===== config.mk =====
export PLATFORM = sky130hd
export DESIGN_NAME = dlc_loop_cfg
export DESIGN_NICKNAME = d
export VERILOG_FILES = /design/src/design/dlc_pkg.sv /design/src/design/dlc_loop_cfg.sv /design/src/design/dlc_switch_policy.sv
export SDC_FILE = /design/constraint.sdc
export NUM_CORES = 1
export LEC_CHECK = 0
export BUFFER_PORTS_ARGS = -buffer_cell sky130_fd_sc_hd__buf_2
export CORE_MARGIN = 1.5
export CORE_UTILIZATION = 46
export CTS_BUF_LIST = sky130_fd_sc_hd__clkbuf_8
export DETAILED_ROUTE_END_ITERATION = 16
export PLACE_DENSITY = 0.63
export SYNTH_ARGS = -nofsm -noshare
export SYNTH_HDL_FRONTEND = slang
export SYNTH_SLANG_ARGS = --single-unit

===== constraint.sdc =====
create_clock -name clk_i -period 4.66 [get_ports clk_i]
set_input_delay 0.233 -clock clk_i [delete_from_list [all_inputs] [get_ports clk_i]]
set_output_delay 0.233 -clock clk_i [all_outputs]
set_load 0.005 [all_outputs]

===== src/design/dlc_pkg.sv =====
/*
 Constants, register map and carrier types of the loop configuration bank.
 Assumes a 10 MHz clock and an Avalon-MM host using word addresses.
*/
package dlc_pkg;

    // Register indexes; the bus word address equals the index
    localparam logic [8:0] IDX_PRESCALE   = 9'h1ae;
    localparam logic [8:0] IDX_INT_BYTE3  = 9'h1af;
    localparam logic [8:0] IDX_INT_BYTE2  = 9'h1b0;
    localparam logic [8:0] IDX_INT_BYTE1  = 9'h1b1;
    localparam logic [8:0] IDX_INT_BYTE0  = 9'h1b2;
    localparam logic [8:0] IDX_FRAC_BYTE4 = 9'h1b3;
    localparam logic [8:0] IDX_FRAC_BYTE3 = 9'h1b4;
    localparam logic [8:0] IDX_FRAC_BYTE2 = 9'h1b5;
    localparam logic [8:0] IDX_FRAC_BYTE1 = 9'h1b6;
    localparam logic [8:0] IDX_FRAC_BYTE0 = 9'h1b7;
    localparam logic [8:0] IDX_ORDER      = 9'h1b8;
    localparam logic [8:0] IDX_POLICY     = 9'h1b9;
    localparam logic [8:0] IDX_TMR_EXP    = 9'h1ba;
    localparam logic [8:0] IDX_MANT_HIGH  = 9'h1bb;
    localparam logic [8:0] IDX_MANT_LOW   = 9'h1bc;
    localparam logic [8:0] IDX_REF0_HIGH  = 9'h1bd;
    localparam logic [8:0] IDX_REF0_LOW   = 9'h1be;
    localparam logic [8:0] IDX_REF1_HIGH  = 9'h1bf;
    localparam logic [8:0] IDX_REF1_LOW   = 9'h1c0;
    localparam logic [8:0] IDX_REF2_HIGH  = 9'h1c1;
    localparam logic [8:0] IDX_REF2_LOW   = 9'h1c2;
    localparam logic [8:0] IDX_STATUS     = 9'h1e0;
    localparam logic [8:0] IDX_FIRST      = IDX_PRESCALE;
    localparam logic [8:0] IDX_LAST       = IDX_REF2_LOW;
    localparam int         NREG           = 21;

    // Writable bits per register, highest index first
    localparam logic [NREG-1:0][7:0] WMASK = {
        8'hff, 8'hff, 8'hff, 8'hff, 8'hff, 8'hff, 8'hff,
        8'h07, 8'h1f, 8'hff, 8'h7f,
        8'hff, 8'hff, 8'hff, 8'hff, 8'hff,
        8'hff, 8'hff, 8'hff, 8'h3f, 8'h0f};
    localparam logic [7:0] REG_RST = 8'h00;

    // Field positions
    localparam int BIT_ALWAYS_HITLESS = 5;
    localparam int BIT_FORCE_FAST     = 4;
    localparam int BIT_HOLD_POLICY    = 2;
    localparam int TOPO_MSB           = 1;
    localparam int ORDER_MSB          = 2;
    localparam int EXP_MSB            = 4;
    localparam int MANT_HIGH_MSB      = 2;
    localparam int INT_TOP_MSB        = 5;
    localparam int PRESCALE_MSB       = 3;
    localparam logic [4:0] PRESCALE_BIAS = 5'h02;

    // Loop topology codes
    localparam logic [1:0] TOPO_SINGLE   = 2'h0;
    localparam logic [1:0] TOPO_REF_LOCK = 2'h1;
    localparam logic [1:0] TOPO_OSC_LOCK = 2'h2;
    localparam logic [1:0] TOPO_TRIPLE   = 2'h3;

    localparam int LIMIT_W = 42;

    // Field view: lowest index is the least significant byte
    typedef struct packed {
        logic [7:0] ref2_divider_low;
        logic [7:0] ref2_divider_high;
        logic [7:0] ref1_divider_low;
        logic [7:0] ref1_divider_high;
        logic [7:0] ref0_divider_low;
        logic [7:0] ref0_divider_high;
        logic [7:0] switch_timer_mant_low;
        logic [7:0] switch_timer_mant_high;
        logic [7:0] switch_timer_exponent;
        logic [7:0] loop_switch_policy_ctl;
        logic [7:0] modulator_order_ctl;
        logic [7:0] fb_frac_num_byte0;
        logic [7:0] fb_frac_num_byte1;
        logic [7:0] fb_frac_num_byte2;
        logic [7:0] fb_frac_num_byte3;
        logic [7:0] fb_frac_num_byte4;
        logic [7:0] fb_div_int_byte0;
        logic [7:0] fb_div_int_byte1;
        logic [7:0] fb_div_int_byte2;
        logic [7:0] fb_div_int_byte3;
        logic [7:0] prescale_ctl;
    } dlc_bank_fields_t;

    typedef union packed {
        dlc_bank_fields_t           f;
        logic [NREG-1:0][7:0]       b;
    } dlc_bank_t;

    typedef struct packed {
        logic [29:0] ch1_osc_feedback_int;
        logic [39:0] ch1_osc_feedback_frac;
        logic [2:0]  ch1_modulator_order;
        logic [4:0]  ch1_feedback_prescale;
    } dlc_ch1_cfg_t;

    typedef struct packed {
        logic        ch2_always_hitless_switch;
        logic        ch2_force_fast_acquire;
        logic        ch2_holdover_policy;
        logic [1:0]  ch2_loop_topology;
        logic [4:0]  ch2_switch_timer_exponent;
        logic [10:0] ch2_switch_timer_mantissa;
        logic [15:0] ch2_input0_divider;
        logic [15:0] ch2_input1_divider;
        logic [15:0] ch2_input2_divider;
    } dlc_ch2_cfg_t;

    typedef struct packed {
        logic valid;
        logic hitless;
        logic fast;
    } dlc_switch_dec_t;

    // Decode of a word address into {hit, slot}
    function automatic logic [5:0] dlc_slot(input logic [8:0] idx);
        if (idx >= IDX_FIRST && idx <= IDX_LAST) begin
            return {1'b1, 5'(idx - IDX_FIRST)};
        end
        return 6'h00;
    endfunction : dlc_slot

    // Switchover timer length: mantissa scaled by two to the exponent
    function automatic logic [LIMIT_W-1:0] dlc_timer_limit(input logic [4:0]  e,
                                                           input logic [10:0] m);
        return LIMIT_W'(m) << e;
    endfunction : dlc_timer_limit

endpackage : dlc_pkg


===== src/design/dlc_loop_cfg.sv =====
/*
 Configuration bank of two loop channels behind an Avalon-MM slave.
 Assumes word addressing, bus and user logic on clk_i; holdover is a pin.
*/
// Added by the designer: register access over Avalon-MM.
// Function
// - The 30-bit feedback integer is built from four bytes, top byte six bits, low address high.
// - The 40-bit feedback fraction is built from five bytes, lowest address most significant.
// - The modulator order is bits 2:0 of its register; the upper bits do nothing.
// - Always-hitless one with fast-lock zero makes every switchover hitless.
// - Always-hitless zero with fast-lock forced makes switchovers use fast lock.
// - Both zero: hitless if holdover time is below the timer, otherwise fast lock.
// - Holdover policy zero selects the free-run word, one holds the last control value.
// - The two-bit topology field selects single, two-loop ref, two-loop osc or three-loop.
// - The switchover timer exponent is bits 4:0 of its own register.
// - The 11-bit timer mantissa keeps bits 10:8 in one register and 7:0 in the next.
// - Each input divider is 16 bits from two bytes with the high byte at the lower address.
// - The feedback prescale field gives a divide ratio of its value plus two.
module dlc_loop_cfg
    import dlc_pkg::*;
#(
    parameter int HOLD_CNT_W = LIMIT_W
) (
    input  wire logic        clk_i,
    input  wire logic        rst_i,
    input  wire logic [8:0]  avs_address_i,
    input  wire logic        avs_read_i,
    input  wire logic        avs_write_i,
    input  wire logic [31:0] avs_writedata_i,
    input  wire logic [3:0]  avs_byteenable_i,
    output logic [31:0]      avs_readdata_o,
    output logic             avs_waitrequest_o,
    input  wire logic        holdover_pin_i,
    input  wire logic        history_valid_i,
    input  wire logic        switch_req_i,
    output dlc_ch1_cfg_t     ch1_cfg_o,
    output dlc_ch2_cfg_t     ch2_cfg_o,
    output dlc_switch_dec_t  switch_dec_o,
    output logic             freerun_word_sel_o,
    output logic             hold_last_sel_o
);

    typedef struct packed {
        dlc_bank_t   bank;
        logic        ack;
        logic [31:0] rdata;
        logic [4:0]  ratio;
        logic        freerun;
        logic        hold_last;
    } dlc_state_t;

    dlc_state_t      s_q;
    dlc_state_t      s_d;
    logic            req;
    logic            wr_acc;
    logic [5:0]      slot;
    logic            holdover;
    dlc_switch_dec_t dec;
    logic [2:0]      status;

    assign req               = avs_read_i || avs_write_i;
    // One wait cycle, so read data can come from a flop
    assign avs_waitrequest_o = req && !s_q.ack;
    assign wr_acc            = avs_write_i && s_q.ack;
    assign slot              = dlc_slot(avs_address_i);
    assign status            = {dec.fast, dec.hitless, holdover};

    always_comb begin
        s_d = s_q;
        s_d.ack = req && !s_q.ack;
        if (req && !s_q.ack && avs_read_i) begin
            if (slot[5]) begin
                s_d.rdata = {24'h000000, s_q.bank.b[slot[4:0]]};
            end else if (avs_address_i == IDX_STATUS) begin
                s_d.rdata = {29'h00000000, status};
            end else begin
                s_d.rdata = 32'h00000000;
            end
        end
        if (wr_acc && avs_byteenable_i[0] && slot[5]) begin
            s_d.bank.b[slot[4:0]] = avs_writedata_i[7:0] & WMASK[slot[4:0]];
        end
        s_d.ratio = 5'(s_q.bank.f.prescale_ctl[PRESCALE_MSB:0]) + PRESCALE_BIAS;
        s_d.freerun   = holdover && !history_valid_i
                        && !s_q.bank.f.loop_switch_policy_ctl[BIT_HOLD_POLICY];
        s_d.hold_last = holdover && !history_valid_i
                        && s_q.bank.f.loop_switch_policy_ctl[BIT_HOLD_POLICY];
    end

    always_ff @(posedge clk_i) begin
        if (rst_i) begin
            s_q <= '0;
        end else begin
            s_q <= s_d;
        end
    end

    always_comb begin
        ch1_cfg_o.ch1_osc_feedback_int = {
            s_q.bank.f.fb_div_int_byte3[INT_TOP_MSB:0],
            s_q.bank.f.fb_div_int_byte2,
            s_q.bank.f.fb_div_int_byte1,
            s_q.bank.f.fb_div_int_byte0};
        ch1_cfg_o.ch1_osc_feedback_frac = {
            s_q.bank.f.fb_frac_num_byte4,
            s_q.bank.f.fb_frac_num_byte3,
            s_q.bank.f.fb_frac_num_byte2,
            s_q.bank.f.fb_frac_num_byte1,
            s_q.bank.f.fb_frac_num_byte0};
        ch1_cfg_o.ch1_modulator_order =
            s_q.bank.f.modulator_order_ctl[ORDER_MSB:0];
        ch1_cfg_o.ch1_feedback_prescale = s_q.ratio;
    end

    always_comb begin
        ch2_cfg_o.ch2_always_hitless_switch =
            s_q.bank.f.loop_switch_policy_ctl[BIT_ALWAYS_HITLESS];
        ch2_cfg_o.ch2_force_fast_acquire =
            s_q.bank.f.loop_switch_policy_ctl[BIT_FORCE_FAST];
        ch2_cfg_o.ch2_holdover_policy =
            s_q.bank.f.loop_switch_policy_ctl[BIT_HOLD_POLICY];
        ch2_cfg_o.ch2_loop_topology =
            s_q.bank.f.loop_switch_policy_ctl[TOPO_MSB:0];
        ch2_cfg_o.ch2_switch_timer_exponent =
            s_q.bank.f.switch_timer_exponent[EXP_MSB:0];
        ch2_cfg_o.ch2_switch_timer_mantissa = {
            s_q.bank.f.switch_timer_mant_high[MANT_HIGH_MSB:0],
            s_q.bank.f.switch_timer_mant_low};
        ch2_cfg_o.ch2_input0_divider = {s_q.bank.f.ref0_divider_high,
                                        s_q.bank.f.ref0_divider_low};
        ch2_cfg_o.ch2_input1_divider = {s_q.bank.f.ref1_divider_high,
                                        s_q.bank.f.ref1_divider_low};
        ch2_cfg_o.ch2_input2_divider = {s_q.bank.f.ref2_divider_high,
                                        s_q.bank.f.ref2_divider_low};
    end

    // Holdover timer and switch decision share the policy bits
    dlc_switch_policy #(
        .CNT_W (HOLD_CNT_W)
    ) u_policy (
        .clk_i            (clk_i),
        .rst_i            (rst_i),
        .holdover_pin_i   (holdover_pin_i),
        .switch_req_i     (switch_req_i),
        .always_hitless_i (ch2_cfg_o.ch2_always_hitless_switch),
        .force_fast_i     (ch2_cfg_o.ch2_force_fast_acquire),
        .exp_i            (ch2_cfg_o.ch2_switch_timer_exponent),
        .mant_i           (ch2_cfg_o.ch2_switch_timer_mantissa),
        .holdover_o       (holdover),
        .dec_o            (dec)
    );

    assign avs_readdata_o     = s_q.rdata;
    assign switch_dec_o       = dec;
    assign freerun_word_sel_o = s_q.freerun;
    assign hold_last_sel_o    = s_q.hold_last;
endmodule : dlc_loop_cfg


===== src/design/dlc_switch_policy.sv =====
/*
 Switchover policy of the second channel: holdover timer and decision.
 Assumes holdover_pin_i is asynchronous and switch_req_i is a clk_i pulse.
*/
module dlc_switch_policy
    import dlc_pkg::*;
#(
    parameter int CNT_W = LIMIT_W
) (
    input  wire logic            clk_i,
    input  wire logic            rst_i,
    input  wire logic            holdover_pin_i,
    input  wire logic            switch_req_i,
    input  wire logic            always_hitless_i,
    input  wire logic            force_fast_i,
    input  wire logic [4:0]      exp_i,
    input  wire logic [10:0]     mant_i,
    output logic                 holdover_o,
    output dlc_switch_dec_t      dec_o
);

    typedef struct packed {
        logic [1:0]       sync;
        logic             prev;
        logic [CNT_W-1:0] count;
        dlc_switch_dec_t  dec;
    } dlc_sp_state_t;

    dlc_sp_state_t s_q;
    dlc_sp_state_t s_d;
    logic          short_hold;

    always_comb begin
        s_d = s_q;
        s_d.sync = {s_q.sync[0], holdover_pin_i};
        s_d.prev = s_q.sync[1];
        // Time restarts on each entry, kept after exit for the switch
        if (s_q.sync[1] && !s_q.prev) begin
            s_d.count = '0;
        end else if (s_q.sync[1] && s_q.count != '1) begin
            s_d.count = s_q.count + CNT_W'(1);
        end
        short_hold = LIMIT_W'(s_q.count) < dlc_timer_limit(exp_i, mant_i);
        s_d.dec.valid = switch_req_i;
        if (switch_req_i) begin
            if (always_hitless_i && !force_fast_i) begin
                s_d.dec.hitless = 1'b1;
            end else if (!always_hitless_i && !force_fast_i) begin
                s_d.dec.hitless = short_hold;
            end else begin
                s_d.dec.hitless = 1'b0;
            end
            s_d.dec.fast = !s_d.dec.hitless;
        end
    end

    always_ff @(posedge clk_i) begin
        if (rst_i) begin
            s_q <= '0;
        end else begin
            s_q <= s_d;
        end
    end

    assign holdover_o = s_q.sync[1];
    assign dec_o      = s_q.dec;
endmodule : dlc_switch_policy


[Yosys cells after proc, flatten, opt, wreduce, memory -nomap -nowiden]
Memory sizes are Yosys's and may differ from the RTL's.
Index checks and enable logic that the tools add are counted.
Storage, ports and cells
  bits in registers: 256
  memory bits (read-only): 256
  bits of input ports: 52
  output and inout bits: 185
  logic and storage cells: 62
  memories kept: 1
Operators by class
  $add $sub $neg: 3
  $lt $le $gt $ge: 5
  equal/unequal tests: 2
  shifts and indexed selects: 1
  multiplexer cells: 14
  bitwise gates (word level): 1
  reductions and logical operators: 23
Memories
  (no name shown): depth 32, bits a word 8, read ports 1, clocked after Yosys merged registers in 0, write ports 0, line dlc_loop_cfg.sv:81  | s_d.bank.b[slot[4:0]] = avs_writedata_i[7:0] & WMASK[slot[4:0]];
Operators with widths (count)
  $bwmux 168: 1
  $add 42x1->42 const B: 1
  $lt 42x42->1: 1
  $ne 42x42->1 const B: 1
  $shl 11x5->42: 1
  $bmux 8 s5: 1
  $demux 8 s5: 1
  $mux 8: 4
  $logic_and 1x1->1: 14
  $mux 6: 2
  $eq 9x9->1 const B: 1
  $ge 9x9->1 const B: 1
  $le 9x9->1 const B: 1
  $and 8x8->8: 1
  $logic_not 1->1: 7
  $lt 5x6->1 const B: 1
  $add 4x2->5 const B: 1
  $ge 5x1->1 const B: 1
  $sub 5x4->5 const B: 1
  $mux 1: 4
  $mux 3: 1
  $reduce_or 2->1: 1
  $logic_or 1x1->1: 1

[Logic depth before layout (Yosys ltp)]
  depth in word-level cells: 9
  mapped depth: 14
  mapped depth without buffers: 13

[Cells and area by module]
From an unflattened synthesis, not the netlist that was laid out.
Second synthesis, totals
  cells, all modules: 1544
  area, all modules: 13599.3 µm²
Modules (own cells, without submodules)
  dlc_loop_cfg: times used 1, cells an instance 1047, area an instance 9675.5 µm², sequential area each 3683.5 µm²
  dlc_switch_policy: times used 1, cells an instance 497, area an instance 3923.8 µm², sequential area each 960.9 µm²

[Worst setup path after synthesis]
Ideal clock, no wire load.
  path kind: register to register
  start: reg s_q, in the netlist ch2_cfg_o[60]
  end: reg u_policy.s_q, in the netlist u_policy.dec_o[1]
  library setup time: 0.058 ns
  data arrival time: 3.119 ns
  data required time: 4.602 ns
  setup slack: 1.483 ns
  stages on the path, launching flop included: 15
  path buffers: 2
  period minus slack after synthesis: 3.177 ns
  cell sequence: dfxtp_1 > clkbuf_1 > clkbuf_1 > mux4_2 > nand2_1 > o21ai_0 > mux2_2 > nand2_1 > ha_1 > a21o_1 > a21o_1 > a221oi_1 > o21ai_0 > a22oi_1 > a31o_2
On the way
  longest elaborated chain between the ends: 5
RTL lines
  start: declaration: line dlc_loop_cfg.sv:52  | dlc_state_t s_q;
  start signal: assignment: line dlc_loop_cfg.sv:92  | s_q <= '0;
  start signal: assignment: line dlc_loop_cfg.sv:94  | s_q <= s_d;
  $shl 11x5->42: line dlc_pkg.sv:128  | return LIMIT_W'(m) << e;
  $lt 42x42->1: line dlc_switch_policy.sv:43  | short_hold = LIMIT_W'(s_q.count) < dlc_timer_limit(exp_i, mant_i);
  $mux 1: line dlc_switch_policy.sv:48  | end else if (!always_hitless_i && !force_fast_i) begin
  $mux 1: line dlc_switch_policy.sv:46  | if (always_hitless_i && !force_fast_i) begin
  $mux 1: line dlc_switch_policy.sv:45  | if (switch_req_i) begin
  end signal: assignment: line dlc_switch_policy.sv:59  | s_q <= '0;
  end signal: assignment: line dlc_switch_policy.sv:61  | s_q <= s_d;
  end: declaration: line dlc_switch_policy.sv:29  | dlc_sp_state_t s_q;
No other way between the ends. The select of a mux whose other input is x is not followed.
A chain may end at the register's enable or synchronous reset.

[Worst setup path in the final report]
  start: reg s_q, in the netlist ch2_cfg_o[59]
  end: reg u_policy.s_q, in the netlist u_policy.dec_o[0]
On the way
  longest elaborated chain between the ends: 6
RTL lines
  $shl 11x5->42: line dlc_pkg.sv:128
  $lt 42x42->1: line dlc_switch_policy.sv:43
  $mux 1: line dlc_switch_policy.sv:48
  $mux 1: line dlc_switch_policy.sv:46
  $mux 1: line dlc_switch_policy.sv:45
  $logic_not 1->1: line dlc_switch_policy.sv:53  | s_d.dec.fast = !s_d.dec.hitless;
No other way between the ends. The select of a mux whose other input is x is not followed.

==> metrics.csv <==
stage,metric,value,unit
power,Max rail drop VDD,0.000208,V
sta,Max Clock Freq,263,MHz
sta,final worst path period need,3.80,ns
die,height of the chip,177,µm
sta,Final setup viols,0,
placed_design,IO buf count,185,
global_routing,pin count of the biggest net entering global routing,117,
clocking,number of setup buffers added after CTS,0,
global_routing,total gr overflow,0,
critical_path,Setup crit end kind,flip-flop,
sta,"Hold Vio Cnt, Final",0,
yosys,post-synthesis sequential area ratio,33.5,%
placed_design,Placed Cells,1877,
yosys,post-synthesis adder-cell area fraction,4.15,%
global_routing,All-Layer GR Usage,24.7,%
critical_path,worst path required time,5.06,ns
clocking,worst skew pair latency,0.56,ns
placed_design,Place WS,0.944,ns
routing,Routed Antenna Nets,0,
finish,post-route non-filler standard cell count,1955,
yosys,number of flops mapped to enable cells by yosys,0,
routing,Routed WL,39.5,mm
yosys,multiplexer share of the synthesized area,17.3,%
power,PD cells,282,mW/mm²
die,Die ar.,0.0312,mm²
sta,Slew headroom,22.3,%
sta,Layout Skew,0.0367,ns
clocking,CTS HTree Levels,2,
yosys,ys flop type,dfxtp_1,
clocking,post-CTS sizing,0,
finish,Nets,1633,
sta,Tightest Pin Transition,1.16,ns
die,# rows,63,
yosys,Syn Area/Cell,9.08,µm²
routing,drt initial violations,806,
sta,Setup WS post-layout,0.858,ns
yosys,Synth Area in Compound Gates,10.5,%
routing,DR vias/cell,5.57,
routing,routed len/inst,20.2,µm
routing,DRC Markers,0,
critical_path,Worst Path Arrival,4.21,ns
critical_path,kind of critical path,reg2reg,
yosys,Unique masters post-synth,75,
global_routing,number of antenna violations at the first check in global routing,3,
clocking,TritonCTS Buffers,41,
run_status,status,"complete, no violations",
yosys,ys async rst share,0,%
global_routing,first-pass GRT wire length,59.9,mm
yosys,Post-Synthesis Cells,1527,
clocking,TritonCTS clock tree,done,
clocking,CTS Root Buffer Type,clkbuf_8,
die,IO Count,237,
power,Leak,5.95,nW
finish,share of layout cells above drive strength 1,21.9,%
yosys,Yosys reg bits,232,
critical_path,crit path launch type,flip-flop,
sta,final worst-path cycle share,81.6,%
sta,Setup TNS,0,ns
die,die width,177,µm
finish,area delta synth->final,6.16,%
finish,fill count,2921,
clocking,CTS max path bufs,3,
yosys,synthesized area,0.0139,mm²
sta,RSZ-0062 raised after global routing,no,
placed_design,gpl congestion,0.931,
critical_path,Critical Path Fanout Max,20,
routing,TritonRoute pass-1 iters,5,
clocking,Clock transition at path regs,0.07,ns
global_routing,vias in the first global route,10273,
routing,vias post-DR,10880,
yosys,simple-gate area share of the yosys netlist,18.9,%
die,Initial Util,46.8,%
yosys,Ys Warns,0,
worst_hold_path,Hold WC Path Type,in2reg,
die,Core ar.,0.0296,mm²
job,Max-cap violations,0,
yosys,largest family of logic cells by synthesized area,simple AND/OR/NAND/NOR gates,
yosys,XOR/XNOR Fraction of Synth Area,2.40,%
sta,max-slew violations,0,
clocking,Clock Sink Count,232,
placed_design,dpl hpwl,28.5,mm
## synthesized netlist by cell type (10+ instances only)
master	instances	share of area (%)
xor2_1	17	1.1
nand4_1	24	1.1
buf_2	10	0.36
and2_1	16	0.72
nor4_4	12	1.8
nor3_1	26	0.94
nor2_1	226	6.1
a22oi_1	13	0.70
ha_1	46	4.2
mux2_2	16	1.3
clkbuf_1	65	1.8
o21ai_0	43	1.6
nand2_1	82	2.2
nor2b_1	17	0.77
mux2i_1	175	13
nand3_1	17	0.61
mux4_2	21	3.4
a21oi_1	39	1.4
dfxtp_1	232	33
buf_4	185	10
o211ai_1	12	0.65
xnor2_1	21	1.3
inv_1	27	0.73
a21o_1	13	0.70
## registers in the layout, indices dropped and copies added (netlist names)
signal and cells:
avs_readdata_o 8, ch1_cfg_o 78, ch2_cfg_o 69, freerun_word_sel_o 1, hold_last_sel_o 1, s_q 27
u_policy.dec_o 3, u_policy.holdover_o 1, u_policy.s_d 1, u_policy.s_q 43
## critical path: stages, from the launching register on
cell,delay (ns)
dfxtp_1,0.86
mux4_2,0.61
nand2_1,0.09
o31ai_1,0.14
nand2_1,0.12
ha_1,0.25
nand4_1,0.11
a311oi_1,0.05
a2111oi_0,0.64
o21ai_0,0.27
a22oi_1,0.39
a21oi_1,0.13
## power breakdown
group | leakage, nW | switching (mW) | internal, mW
logic | 3.59 | 0.173 | 0.0618
registers | 1.87 | 0.00508 | 1.99
clock network | 0.482 | 0.854 | 1.07
total | 5.95 | 1.03 | 3.12
## cells in the final DEF (no fill, tap or decap), types with 17 or more instances in the layout
| cell type | netlist | layout |
|---|---|---|
| mux4_2 | 21 | 21 |
| nand4_1 | 24 | 24 |
| conb_1 | 1 | 24 |
| a21oi_1 | 39 | 39 |
| xor2_1 | 17 | 17 |
| nor2_1 | 226 | 226 |
| clkbuf_8 | 0 | 56 |
| nor3_1 | 26 | 26 |
| inv_1 | 27 | 40 |
| buf_2 | 10 | 184 |
| mux2i_1 | 175 | 175 |
| ha_1 | 46 | 46 |
| dfxtp_1 | 232 | 232 |
| nor2b_1 | 17 | 17 |
| nand2_1 | 82 | 82 |
| xnor2_1 | 21 | 21 |
| o21ai_0 | 43 | 42 |
| buf_4 | 185 | 22 |
## final cells by class
class	count	area [µm²]	area share, %
diodes	2	5.00	0.0340
clock buffers	56	771	5.23
clock inverters	15	68.8	0.467
inverters	27	101	0.688
multi-input cells	1021	7500	50.9
flip-flops and latches	232	4640	31.5
well taps	390	488	3.31
repair buffers	212	1150	7.79
## cells by family (layout without fill, tap and decap cells)
kind of cell / count (synthesis) / after routing
other: 1 / 26
buffers and inverters: 297 / 310
AOI/OAI and AO/OA: 206 / 206
adders and majority gates: 46 / 46
and+or+nand+nor: 495 / 495
muxes: 212 / 212
DFF: 232 / 232
xor gates and xnor gates: 38 / 38
## metrics by stage
step                hold WS [ns]  cell area, µm²  power [mW]  util, %
global route               0.249           14700        4.30     49.7
CTS                        0.204           14700        4.19     49.7
detailed placement         0.436           13800        2.27     46.7
finish                     0.182           14700        4.15     49.7
floorplan                  0.310           14000        2.20        -
global placement           0.438           13800        2.26     46.7
## timing repair
item                                   in CTS  in global routing
setup endpoints to repair                   0                  0
endpoints found under the hold margin       4                  0
hold buffers                                5                  0
## path summary, 6_finish.rpt
kind	slack (ns)	endpoint	startpoint	cells past startpoint
max	0.86	u_policy.dec_o[0]	ch2_cfg_o[59]	11
min	0.18	ch1_cfg_o[1]	rst_i	2
max reg2reg	0.86	u_policy.dec_o[0]	ch2_cfg_o[59]	11
min reg2reg	0.45	u_policy.holdover_o	u_policy.s_d[47]	1
## routing by layer
metal	up-vias	part of all wire, %	routed length, µm	track usage [%]
li1	5211	-	-	-
met1	5226	45	17700	33.2
met2	374	46	18100	39.3
met3	69	6.7	2630	5.13
met4	0	2.8	1120	8.44
met5	-	0	0	0
No activity file was read; power rests on OpenSTA's default activity.
